`config.mk`:
```
export PLATFORM = sky130hd
export DESIGN_NAME = pmic_fault_supervisor
export DESIGN_NICKNAME = d
export VERILOG_FILES = /design/src/rtl/pmic_fault_supervisor_pkg.sv /design/src/rtl/supervisor_timer_if.sv /design/src/rtl/supervisor_timer.sv /design/src/rtl/pmic_fault_supervisor.sv
export VERILOG_INCLUDE_DIRS = /design/src /design/src/rtl
export SDC_FILE = /design/constraint.sdc
export NUM_CORES = 1
export LEC_CHECK = 0
export BUFFER_PORTS_ARGS = -buffer_cell sky130_fd_sc_hd__buf_2
export CORE_MARGIN = 3
export CORE_UTILIZATION = 29
export CTS_CLUSTER_SIZE = 16
export DETAILED_ROUTE_END_ITERATION = 8
export PLACE_DENSITY = 0.43
export SYNTH_ARGS = -nofsm -noshare
export SYNTH_HDL_FRONTEND = slang
export SYNTH_HIERARCHICAL = 1
export SYNTH_SLANG_ARGS = --single-unit
```
`constraint.sdc`:
```
create_clock -name clk_sys -period 4.4 [get_ports clk_sys]
set_input_delay 0.44 -clock clk_sys [delete_from_list [all_inputs] [get_ports clk_sys]]
set_output_delay 0.44 -clock clk_sys [all_outputs]
set_load 0.005 [all_outputs]
```
`src/rtl/pmic_fault_supervisor_regs.svh`:
```
// register map, field positions, reset values and timing of the fault supervisor
`ifndef PMIC_FAULT_SUPERVISOR_REGS_SVH
`define PMIC_FAULT_SUPERVISOR_REGS_SVH

`define ADDR_SHORT_FLAGS_A 8'h5c
`define ADDR_SHORT_FLAGS_B 8'h5d
`define ADDR_COUNTDOWN_CFG 8'h5e
`define ADDR_CHECK_CFG 8'h5f
`define ADDR_CONVERTER_CFG 8'h61
`define ADDR_MISC_CFG 8'h68

`define RST_COUNTDOWN 5'h00
`define RST_CHECK_CFG 7'h00
`define RST_CONVERTER_CFG 8'h00
`define RST_MISC_CFG 8'h12

// flag vector order: core_one, core_two, io, dac, usb_low, usb_mid, usb_high, aux, card
`define FLAG_COUNT 9
`define FLAG_IO 2
`define FLAG_DAC 3
`define FLAG_USB_LOW 4
`define FLAG_USB_MID 5
`define FLAG_USB_HIGH 6
`define FLAG_AUX 7
`define FLAG_CARD 8
`define FLAGS_A_AUX_BIT 1
`define FLAGS_A_CARD_BIT 4

`define CHK_CHAN_A_BIT 6
`define CHK_LIVE_BIT 3
`define CHK_ENABLE_BIT 0
`define CONV_FAST_DEGATE_BIT 0
`define CONV_SLOW_DEGATE_BIT 1

// pin synchroniser vector positions
`define SYN_WAITON_N 9
`define SYN_SECURE 10
`define SYN_POR_N 11
`define SYN_CARD0 12
`define SYN_BAT_LOW 14
`define SYN_SLOW_CLK 15
`define SYN_WIDTH 16

`define SLOW_CLK_HZ 32768
`define CHECK_MIN_S 3

`endif

```
`src/rtl/pmic_fault_supervisor_pkg.sv`:
```
// types shared by the fault supervisor modules
package pmic_fault_supervisor_pkg;
   typedef enum logic [1:0] {CHECK_IDLE, CHECK_COUNT, CHECK_FIRED} check_state_t;
   typedef logic [7:0] reg_byte_t;
endpackage

```
`src/rtl/supervisor_timer_if.sv`:
```
// signals between the register side and the one-second timer
`timescale 1ns/100ps
interface supervisor_timer_if;
   logic slow_clk;
   logic second_tick;
   logic check_on;
   logic [1:0] check_delay;
   logic irq_pending;
   logic check_expired;
   modport timer (input slow_clk, check_on, check_delay, irq_pending,
                  output second_tick, check_expired);
   modport regs (output slow_clk, check_on, check_delay, irq_pending,
                 input second_tick, check_expired);
endinterface

```
`src/rtl/supervisor_timer.sv`:
```
// one-second prescaler and power button interrupt check timer
`timescale 1ns/100ps
`include "pmic_fault_supervisor_regs.svh"
module supervisor_timer #(
   parameter int SLOW_HZ = `SLOW_CLK_HZ
) (
   input wire logic clk_sys,
   input wire logic rst,
   supervisor_timer_if.timer tif
);
   import pmic_fault_supervisor_pkg::*;

   // ****************************************************
   // prescaler
   // ****************************************************
   logic slow_prev, next_slow_prev;
   logic [15:0] edge_count, next_edge_count;
   logic tick, next_tick;
   check_state_t state, next_state;
   logic [2:0] secs, next_secs;
   logic fire, next_fire;

   always_comb begin
      next_slow_prev = tif.slow_clk;
      next_edge_count = edge_count;
      next_tick = 1'b0;
      if (tif.slow_clk && !slow_prev) begin
         if (edge_count == 16'(SLOW_HZ - 1)) begin
            next_edge_count = 16'h0000;
            next_tick = 1'b1;
         end else begin
            next_edge_count = edge_count + 16'h0001;
         end
      end
   end

   // ****************************************************
   // interrupt check
   // ****************************************************
   always_comb begin
      next_state = state;
      next_secs = secs;
      next_fire = 1'b0;
      if (!tif.check_on || !tif.irq_pending) begin
         next_state = CHECK_IDLE;
         next_secs = 3'h0;
      end else begin
         unique case (state)
            CHECK_IDLE: begin
               next_state = CHECK_COUNT;
               next_secs = 3'h0;
            end
            CHECK_COUNT: begin
               if (tick) begin
                  next_secs = secs + 3'h1;
                  // delay code plus the three second base
                  if (secs + 3'h1 == 3'(`CHECK_MIN_S) + {1'b0, tif.check_delay}) begin
                     next_fire = 1'b1;
                     next_state = CHECK_FIRED;
                  end
               end
            end
            CHECK_FIRED: next_state = CHECK_FIRED;
         endcase
      end
   end

   always_ff @(posedge clk_sys or posedge rst) begin
      if (rst) begin
         slow_prev <= 1'b0;
         edge_count <= 16'h0000;
         tick <= 1'b0;
         state <= CHECK_IDLE;
         secs <= 3'h0;
         fire <= 1'b0;
      end else begin
         slow_prev <= next_slow_prev;
         edge_count <= next_edge_count;
         tick <= next_tick;
         state <= next_state;
         secs <= next_secs;
         fire <= next_fire;
      end
   end

   assign tif.second_tick = tick;
   assign tif.check_expired = fire;
endmodule

```
`src/rtl/pmic_fault_supervisor.sv`:
```
// fault supervisor: short flags, fault_cutoff_enable, countdown watchdog and global config
`timescale 1ns/100ps
`include "pmic_fault_supervisor_regs.svh"
module pmic_fault_supervisor #(
   parameter int SLOW_HZ = `SLOW_CLK_HZ
) (
   input wire logic clk_sys,
   input wire logic rst,
   input wire logic [7:0] reg_addr,
   input wire logic [7:0] reg_wdata,
   input wire logic reg_write,
   input wire logic reg_read,
   output pmic_fault_supervisor_pkg::reg_byte_t reg_rdata,
   output logic reg_rvalid,
   input wire logic [8:0] short_detect_raw,
   input wire logic fault_cutoff_enable,
   input wire logic waiton_reset_n,
   input wire logic test_unlock_key,
   input wire logic secure_mode_pin,
   input wire logic power_on_reset_out_n,
   input wire logic power_button_irq,
   input wire logic [2:0] restart_on_sw_fault,
   input wire logic slow_clk_in,
   input wire logic [1:0] card_detect_pin,
   input wire logic regen_drive_low,
   input wire logic sysen_drive_low,
   input wire logic battery_low,
   input wire logic analog_manual_lower,
   input wire logic pm_fast_clk_gate,
   input wire logic pm_clk_enable,
   input wire logic pm_slow_clk_gate,
   output logic [3:0] regulator_sleep_req,
   output logic [1:0] regulator_off_req,
   output logic waiton_req,
   output logic system_reset_req,
   output logic auto_restart_req,
   output logic threshold_sel_chan_a,
   output logic [1:0] threshold_sel_chan_b,
   output logic fast_clk_gate,
   output logic clk_enable_out,
   output logic slow_clk_gate,
   output logic [1:0] card_present,
   output logic regen_pullup_en,
   output logic sysen_pullup_en,
   output logic analog_supply_lower,
   output logic fast_clk_drive_strength,
   output logic [1:0] hot_die_temp_sel
);
   import pmic_fault_supervisor_pkg::*;

   // ****************************************************
   // pin synchronisers
   // ****************************************************
   logic [`SYN_WIDTH-1:0] pins, s1, s2, s3, filt;
   logic [`SYN_WIDTH-1:0] next_s1, next_s2, next_s3, next_filt;

   assign pins = {slow_clk_in, battery_low, card_detect_pin, power_on_reset_out_n,
                  secure_mode_pin, waiton_reset_n, short_detect_raw};

   always_comb begin
      next_s1 = pins;
      next_s2 = s1;
      next_s3 = s2;
      // a change is taken once the second and third stages agree
      next_filt = (s2 & ~(s2 ^ s3)) | (filt & (s2 ^ s3));
   end

   always_ff @(posedge clk_sys or posedge rst) begin
      if (rst) begin
         s1 <= '0;
         s2 <= '0;
         s3 <= '0;
         filt <= '0;
      end else begin
         s1 <= next_s1;
         s2 <= next_s2;
         s3 <= next_s3;
         filt <= next_filt;
      end
   end

   logic [`FLAG_COUNT-1:0] live;
   logic waiton_n_f, secure_f, por_n_f;
   assign live = filt[`FLAG_COUNT-1:0];
   assign waiton_n_f = filt[`SYN_WAITON_N];
   assign secure_f = filt[`SYN_SECURE];
   assign por_n_f = filt[`SYN_POR_N];

   // ****************************************************
   // timer
   // ****************************************************
   supervisor_timer_if tif ();
   logic [6:0] check_cfg, next_check_cfg;

   assign tif.slow_clk = filt[`SYN_SLOW_CLK];
   assign tif.check_on = check_cfg[`CHK_ENABLE_BIT];
   assign tif.check_delay = check_cfg[2:1];
   assign tif.irq_pending = power_button_irq;

   supervisor_timer #(.SLOW_HZ(SLOW_HZ)) u_timer (
      .clk_sys(clk_sys),
      .rst(rst),
      .tif(tif)
   );

   // ****************************************************
   // registers
   // ****************************************************
   logic [`FLAG_COUNT-1:0] flags, next_flags, flag_clr;
   logic [4:0] countdown, next_countdown;
   logic [7:0] conv_cfg, next_conv_cfg;
   logic [7:0] misc_cfg, next_misc_cfg;
   logic wr_a, wr_b, wr_cd, wr_chk, wr_conv, wr_misc;

   assign wr_a = reg_write && reg_addr == `ADDR_SHORT_FLAGS_A;
   assign wr_b = reg_write && reg_addr == `ADDR_SHORT_FLAGS_B;
   assign wr_cd = reg_write && reg_addr == `ADDR_COUNTDOWN_CFG;
   assign wr_chk = reg_write && reg_addr == `ADDR_CHECK_CFG;
   assign wr_conv = reg_write && reg_addr == `ADDR_CONVERTER_CFG;
   assign wr_misc = reg_write && reg_addr == `ADDR_MISC_CFG;

   always_comb begin
      // writing zero clears a flag; a short in the same cycle wins
      flag_clr = '0;
      if (wr_b) begin
         flag_clr[`FLAG_USB_HIGH:0] = ~reg_wdata[7:1];
      end
      if (wr_a) begin
         flag_clr[`FLAG_AUX] = ~reg_wdata[`FLAGS_A_AUX_BIT];
         flag_clr[`FLAG_CARD] = ~reg_wdata[`FLAGS_A_CARD_BIT];
      end
      next_flags = (flags & ~flag_clr) | live;

      next_countdown = countdown;
      if (wr_cd) begin
         next_countdown = reg_wdata[4:0];
      end else if (tif.second_tick && countdown > 5'h01) begin
         next_countdown = countdown - 5'h01;
      end

      next_check_cfg = check_cfg;
      if (wr_chk && test_unlock_key) begin
         next_check_cfg = reg_wdata[6:0];
      end

      if (!waiton_n_f) begin
         next_countdown = `RST_COUNTDOWN;
         next_check_cfg[3:0] = 4'(`RST_CHECK_CFG);
      end

      next_conv_cfg = conv_cfg;
      if (wr_conv) begin
         next_conv_cfg[7:2] = reg_wdata[7:2];
         if (secure_f) begin
            next_conv_cfg[1:0] = reg_wdata[1:0];
         end
      end
      if (!por_n_f) begin
         next_conv_cfg[1:0] = 2'h0;
      end

      next_misc_cfg = wr_misc ? reg_wdata : misc_cfg;
   end

   always_ff @(posedge clk_sys or posedge rst) begin
      if (rst) begin
         flags <= '0;
         countdown <= `RST_COUNTDOWN;
         check_cfg <= `RST_CHECK_CFG;
         conv_cfg <= `RST_CONVERTER_CFG;
         misc_cfg <= `RST_MISC_CFG;
      end else begin
         flags <= next_flags;
         countdown <= next_countdown;
         check_cfg <= next_check_cfg;
         conv_cfg <= next_conv_cfg;
         misc_cfg <= next_misc_cfg;
      end
   end

   // ****************************************************
   // read path
   // ****************************************************
   logic [`FLAG_COUNT-1:0] shown;
   reg_byte_t next_rdata;

   always_comb begin
      shown = check_cfg[`CHK_LIVE_BIT] ? live : flags;
      unique case (reg_addr)
         `ADDR_SHORT_FLAGS_A: next_rdata = {3'h0, shown[`FLAG_CARD], 2'h0,
                                            shown[`FLAG_AUX], 1'b0};
         `ADDR_SHORT_FLAGS_B: next_rdata = {shown[`FLAG_USB_HIGH:0], 1'b0};
         `ADDR_COUNTDOWN_CFG: next_rdata = {3'h0, countdown};
         `ADDR_CHECK_CFG: next_rdata = {1'b0, check_cfg};
         `ADDR_CONVERTER_CFG: next_rdata = conv_cfg;
         `ADDR_MISC_CFG: next_rdata = misc_cfg;
         default: next_rdata = 8'h00;
      endcase
      if (!reg_read) begin
         next_rdata = reg_rdata;
      end
   end

   always_ff @(posedge clk_sys or posedge rst) begin
      if (rst) begin
         reg_rdata <= 8'h00;
         reg_rvalid <= 1'b0;
      end else begin
         reg_rdata <= next_rdata;
         reg_rvalid <= reg_read;
      end
   end

   // ****************************************************
   // reactions and outputs
   // ****************************************************
   logic [3:0] next_sleep;
   logic [1:0] next_off, next_card;
   logic next_waiton, next_fast_gate, next_clk_en, next_slow_gate;
   logic next_regen_pu, next_sysen_pu, next_lower;

   always_comb begin
      next_sleep = {4{fault_cutoff_enable}} & {flags[`FLAG_CARD], flags[`FLAG_AUX],
                   flags[`FLAG_DAC], flags[`FLAG_USB_HIGH]};
      next_off = {2{fault_cutoff_enable}} &
                 {flags[`FLAG_USB_MID], flags[`FLAG_USB_LOW]};
      next_waiton = (fault_cutoff_enable && |flags[`FLAG_IO:0])
                    || countdown == 5'h01;
      next_fast_gate = conv_cfg[`CONV_FAST_DEGATE_BIT] ? 1'b0 : pm_fast_clk_gate;
      next_clk_en = conv_cfg[`CONV_FAST_DEGATE_BIT] ? 1'b1 : pm_clk_enable;
      next_slow_gate = conv_cfg[`CONV_SLOW_DEGATE_BIT] ? 1'b0 : pm_slow_clk_gate;
      next_card = filt[`SYN_CARD0+1:`SYN_CARD0] ^ conv_cfg[7:6];
      next_regen_pu = !conv_cfg[5] && !regen_drive_low;
      next_sysen_pu = !conv_cfg[4] && !sysen_drive_low;
      next_lower = misc_cfg[5] ? filt[`SYN_BAT_LOW] : analog_manual_lower;
   end

   always_ff @(posedge clk_sys or posedge rst) begin
      if (rst) begin
         regulator_sleep_req <= 4'h0;
         regulator_off_req <= 2'h0;
         waiton_req <= 1'b0;
         system_reset_req <= 1'b0;
         auto_restart_req <= 1'b0;
         threshold_sel_chan_a <= 1'b0;
         threshold_sel_chan_b <= 2'h0;
         fast_clk_gate <= 1'b0;
         clk_enable_out <= 1'b0;
         slow_clk_gate <= 1'b0;
         card_present <= 2'h0;
         regen_pullup_en <= 1'b0;
         sysen_pullup_en <= 1'b0;
         analog_supply_lower <= 1'b0;
         fast_clk_drive_strength <= 1'b0;
         hot_die_temp_sel <= 2'h0;
      end else begin
         regulator_sleep_req <= next_sleep;
         regulator_off_req <= next_off;
         waiton_req <= next_waiton;
         system_reset_req <= tif.check_expired;
         auto_restart_req <= tif.check_expired && |restart_on_sw_fault;
         threshold_sel_chan_a <= check_cfg[`CHK_CHAN_A_BIT];
         threshold_sel_chan_b <= check_cfg[5:4];
         fast_clk_gate <= next_fast_gate;
         clk_enable_out <= next_clk_en;
         slow_clk_gate <= next_slow_gate;
         card_present <= next_card;
         regen_pullup_en <= next_regen_pu;
         sysen_pullup_en <= next_sysen_pu;
         analog_supply_lower <= next_lower;
         fast_clk_drive_strength <= misc_cfg[4];
         hot_die_temp_sel <= misc_cfg[7:6];
      end
   end
endmodule

```
Word-level counts from Yosys, hierarchy flattened. Cells that the tools add are included.

Register bits: 157. Word-level logic and storage cells: 130.

$add $sub $neg: 4. Magnitude comparators: 1. Equality and inequality tests: 17. Multiplexer cells: 30. Bitwise logic cells: 14. Reduce and logical (&&, ||, !) cells: 29.

Operator list (count): == test 8 x 7 -> 1 bit, second input constant (6); case mux 8 bit (6 select lines) (1); bitwise AND 16 bit (2); adder 16 x 1 -> 16 bit, second input constant (1); == test 16 x 15 -> 1 bit, second input constant (1); two-way mux 16 bit (1); inverter 16 bit (1); bitwise OR 16 bit (1); bitwise XOR 16 bit (1); two-way mux 5 bit (3); two-way mux 2 bit (7); logical AND 1 bit (13); two-way mux 1 bit (10); bitwise AND 9 bit (1); two-way mux 9 bit (1); != test 3 x 1 -> 1 bit, second input constant (3); inverter 9 bit (1); bitwise OR 9 bit (1); two-way mux 4 bit (2); logical NOT 1 bit (7); two-way mux 7 bit (1); inverter 7 bit (1); two-way mux 3 bit (2); case mux 2 bit (3 select lines) (1); other kinds (20) (26).

Longest topological paths before layout.
Depth after elaboration: 6. Depth in mapped cells: 7. Gate-level depth less buffers: 6.

By module. Netlist, hierarchy kept.

Modules (own cells, without submodules): pmic_fault_supervisor (instances 1, cells each 335, area an instance 4912.2 sq um, seq. area each 3330.7 sq um); supervisor_timer (instances 1, cells each 125, area an instance 1273.7 sq um, seq. area each 600.6 sq um).

Worst setup path before layout. Ideal clock, no wire load.

Kind: input to register. Start point: in reg_addr[1]. End point: reg misc_cfg[0]. Arrival time: 1811 ps. Data required time: 4275 ps. Setup slack: 2463 ps. Stages: 7. Buffers on the path: 3. Path through: buf_6 -> nor4b_4 -> and2_1 -> buf_4 -> and4_4 -> buf_12 -> mux2_4.

Word-level cells in the longest chain between the ends: 2.

RTL lines: start: declaration (RTL line pmic_fault_supervisor.sv:9) `input wire logic [7:0] reg_addr,`; == test 8 x 7 -> 1 bit; logical AND 1 bit (no source line); end signal: assignment (RTL line pmic_fault_supervisor.sv:171) `` misc_cfg <= `RST_MISC_CFG; ``; end signal: assignment (RTL line pmic_fault_supervisor.sv:177) `misc_cfg <= next_misc_cfg;`; end: declaration (RTL line pmic_fault_supervisor.sv:112) `logic [7:0] misc_cfg, next_misc_cfg;`.

No other way between the ends. A chain may end at the register's enable or synchronous reset.

Worst setup path in the final report.
Start point: reg check_cfg[3]. End point: reg reg_rdata[4].

Word-level cells in the longest chain between the ends: 2.

RTL lines: start: declaration (RTL line pmic_fault_supervisor.sv:93) `logic [6:0] check_cfg, next_check_cfg;`; start signal: assignment (RTL line pmic_fault_supervisor.sv:169) `` check_cfg <= `RST_CHECK_CFG; ``; start signal: assignment (RTL line pmic_fault_supervisor.sv:175) `check_cfg <= next_check_cfg;`; two-way mux 9 bit (RTL line pmic_fault_supervisor.sv:188) `` shown = check_cfg[`CHK_LIVE_BIT] ? live : flags; ``; case mux 8 bit (6 select lines) (RTL line pmic_fault_supervisor.sv:189) `unique case (reg_addr)`; end signal: assignment (RTL line pmic_fault_supervisor.sv:209) `reg_rdata <= next_rdata;`; end: declaration (RTL line pmic_fault_supervisor.sv:13) `output pmic_fault_supervisor_pkg::reg_byte_t reg_rdata,`.

No other way between the ends.

==> out/results.tsv <==
metric	value	unit
outcome	finished, final reports clean	
First-pass DRT Iterations	4	
Worst setup SP type	flop	
H-Tree Depth	4	
Post-Syn Area	6190	um^2
Final Power	0.00328	W
required time of the critical path	4.69	ns
Hold Path Sink	next_s2[15]$_DFF_PP0_	
switch share	22.0	%
Routability Congestion	0.784	
Power Density	439	nW/um^2
Core Footprint	20600	um^2
RSZ-0062 raised after global routing	false	
largest net degree at the start of global routing	105	
Reg clk slew, reported paths	0.06	ns
Slew Limit Fails	0	
Ports	80	
FF-to-FF setup slack	2.35	ns
critical path capture point type	flop	
TritonCTS Sinks	157	
nets@finish	600	
n_diodes	0	
period utilisation layout	46.7	%
worst-path fanout max	11	
Main synth FF type	dfrtp_1	
Rows	52	
top sig layer	met5	
Tot GR Track Use	12.3	%
Sum Neg Setup Slack	0	ns
IO Port Bufs	79	
layout cells sized above 1	26.9	%
Final HPWL DP	9540	um
FFs w/ async S/R, synth	100	%
Yosys Warn Count	6	
first-pass GRT wire length	22400	um
Cell variety after synth	58	
met3 wire length	513	um
CTS tree	built	
post-DR vias/cell	4.51	
vias	3732	
Pleak	3.31	nW
latest clock arrival within the worst-skew pair	0.41	ns
maximum VDD drop	0.248	mV
Routed WL per cell	16.2	um
final hold viol count	0	
switching power	0.000722	W
drt drc	0	
r2r startpoint	check_cfg[3]$_DFFE_PP0P_	
Layout Utilization	36.2	%
cell-internal power	0.00256	W
Initial Utilization	30.0	%
vias in the first global route	4026	
antenna violations before repair	1	
relative slew slack	35.2	%
Die ar.	23100	um^2
Clock Tree Buf Depth	2	
Worst R2R End	reg_rdata[4]$_DFFE_PP0P_	
GRT overflow	0	
Hold Slack	0.126	ns
Hold Buf Count CTS	0	
sequential fraction of the synthesis area	63.6	%
Clock power frac	46.5	%
metal2 WL	6050	um
final-report setup violation count	0	
reg2reg path depth	4	
remaining antenna violation count	0	
worst slew pin tran	0.970	ns
Hold Path Class	input port to flop	
root buf cell	clkbuf_16	
drt initial violations	155	
Synth Instances	460	
EDFF count, synth	0	
Synth Register Bits	157	
Total Routed Length	13400	um
max cap viols	0	
Num CTS Buffers	17	
Die Span X	152	um
skew final	0.00462	ns
post-CTS resize count	0	
worst path arrival time	2.34	ns
WHS Path Cells	1	
postcts setup bufs	0	
Avg Synthesized Cell Area	13.4	um^2
Combinational Power Share	5.5	%
metal1 wirelength	6650	um
Hold Path Origin	slow_clk_in	
Seq pwr share	48.0	%
Setup CP Type	flop to flop	
fmax	0.487	GHz
die height	152	um
area added between synthesis and finish	20.7	%
Final min period	2.05	ns
syn nets	515	
Yosys cell counts (5+ instances only):
cell / n / area [um^2]
inv_1: 19 / 71.3
o22ai_1: 8 / 50.1
a22o_1: 6 / 52.6
ha_1: 7 / 87.6
and2_1: 8 / 50.1
maj3_1: 16 / 160
nand4_1: 8 / 50.1
xor2_1: 9 / 78.8
mux2i_1: 17 / 170
nand2b_1: 13 / 81.3
mux2_2: 18 / 203
nor2_1: 23 / 86.3
o21ai_0: 12 / 60.1
dfrtp_1: 155 / 3880
nand3_1: 5 / 25.0
nor2b_1: 9 / 56.3
and4_1: 5 / 43.8
a21oi_1: 13 / 65.1
nand2_1: 21 / 78.8
nor3_1: 10 / 50.1
clkbuf_1: 8 / 30.0
xnor2_1: 7 / 61.3
mux2_4: 8 / 120
routing by layer:
| metal | track usage (%) | vias to the layer above |
|---|---|---|
| met5 | 0 | - |
| met1 | 16.9 | 1847 |
| li1 | - | 1803 |
| met2 | 18.4 | 64 |
| met4 | 4.67 | 2 |
| met3 | 3.47 | 16 |
through the flow:
| stage | std cells | cell area, um^2 | setup WS (ns) |
|---|---|---|---|
| final | 828 | 7470 | 2.35 |
| after floorplan | 460 | 6190 | 0.409 |
| after global placement | 796 | 6850 | 2.10 |
| after CTS | 828 | 7470 | 2.30 |
| after detailed placement | 796 | 6850 | 2.10 |
| after global routing | 828 | 7470 | 2.15 |
cells by family after synthesis:
kind of cell	Yosys count	share of synthesized area, %
and+or+nand+nor	125	11.8
muxes	45	8.70
adders and majority gates	23	4.00
DFF	157	63.6
buffers and inverters	33	2.51
AOI/OAI and AO/OA	60	6.78
xor gates and xnor gates	17	2.63
worst max-delay path, cell delays in order (launching register included):
cell and delay (ns):
dfrtp_1 0.70, mux2_2 0.40, mux4_2 0.47, a22oi_1 0.26
a21oi_1 0.10
how the worst max path moves through the flow:
stage / startpoint / to / slack (ns)
global placement: reg_addr[1] / misc_cfg[3]$_DFFE_PP0P_ / 2.10
global route: flop / u_timer/edge_count[5]$_DFFE_PP0P_ / 2.15
floorplan: rst / asynchronous set/reset pin / 0.41
detailed placement: reg_addr[5] / check_cfg[5]$_DFFE_PP0P_ / 2.10
CTS: check_cfg[3]$_DFFE_PP0P_ / reg_rdata[4]$_DFFE_PP0P_ / 2.30
finish: check_cfg[3]$_DFFE_PP0P_ / reg_rdata[4]$_DFFE_PP0P_ / 2.35
cells in the final DEF (no fill, tap or decap), types with 5 or more instances in the layout:
master / n
buf_2: 79
xnor2_1: 7
nor2b_1: 9
nand3_1: 5
mux2i_1: 17
clkbuf_16: 17
nor3_1: 10
and2_1: 8
ha_1: 7
nand4_1: 8
nor2_1: 23
maj3_1: 16
xor2_1: 9
a21oi_1: 13
o22ai_1: 8
nand2b_1: 13
and4_1: 5
a22o_1: 6
o21ai_0: 12
dfrtp_1: 155
mux2_4: 8
nand2_1: 21
mux2_2: 18
inv_1: 18
final cells by class:
class | count | area (um^2)
Fill cell | 2014 | 13200
Clock buffer | 23 | 488
Multi-Input combinational cell | 270 | 2100
Timing Repair Buffer | 80 | 403
Tap cell | 270 | 338
Clock inverter | 9 | 133
Sequential cell | 157 | 3930
Inverter | 19 | 76.3
power groups by stage:
stage,logic [W],clock network (W),registers [W]
4_1_cts,0.000187,0.00157,0.00158
5_1_grt,0.000207,0.00164,0.00159
2_1_floorplan,0.000112,0,0.00159
3_5_place_dp,0.000186,0,0.00160
3_3_place_gp,0.000181,0,0.00160
6_report,0.000180,0.00152,0.00157
(Power assumes the default switching activity.)
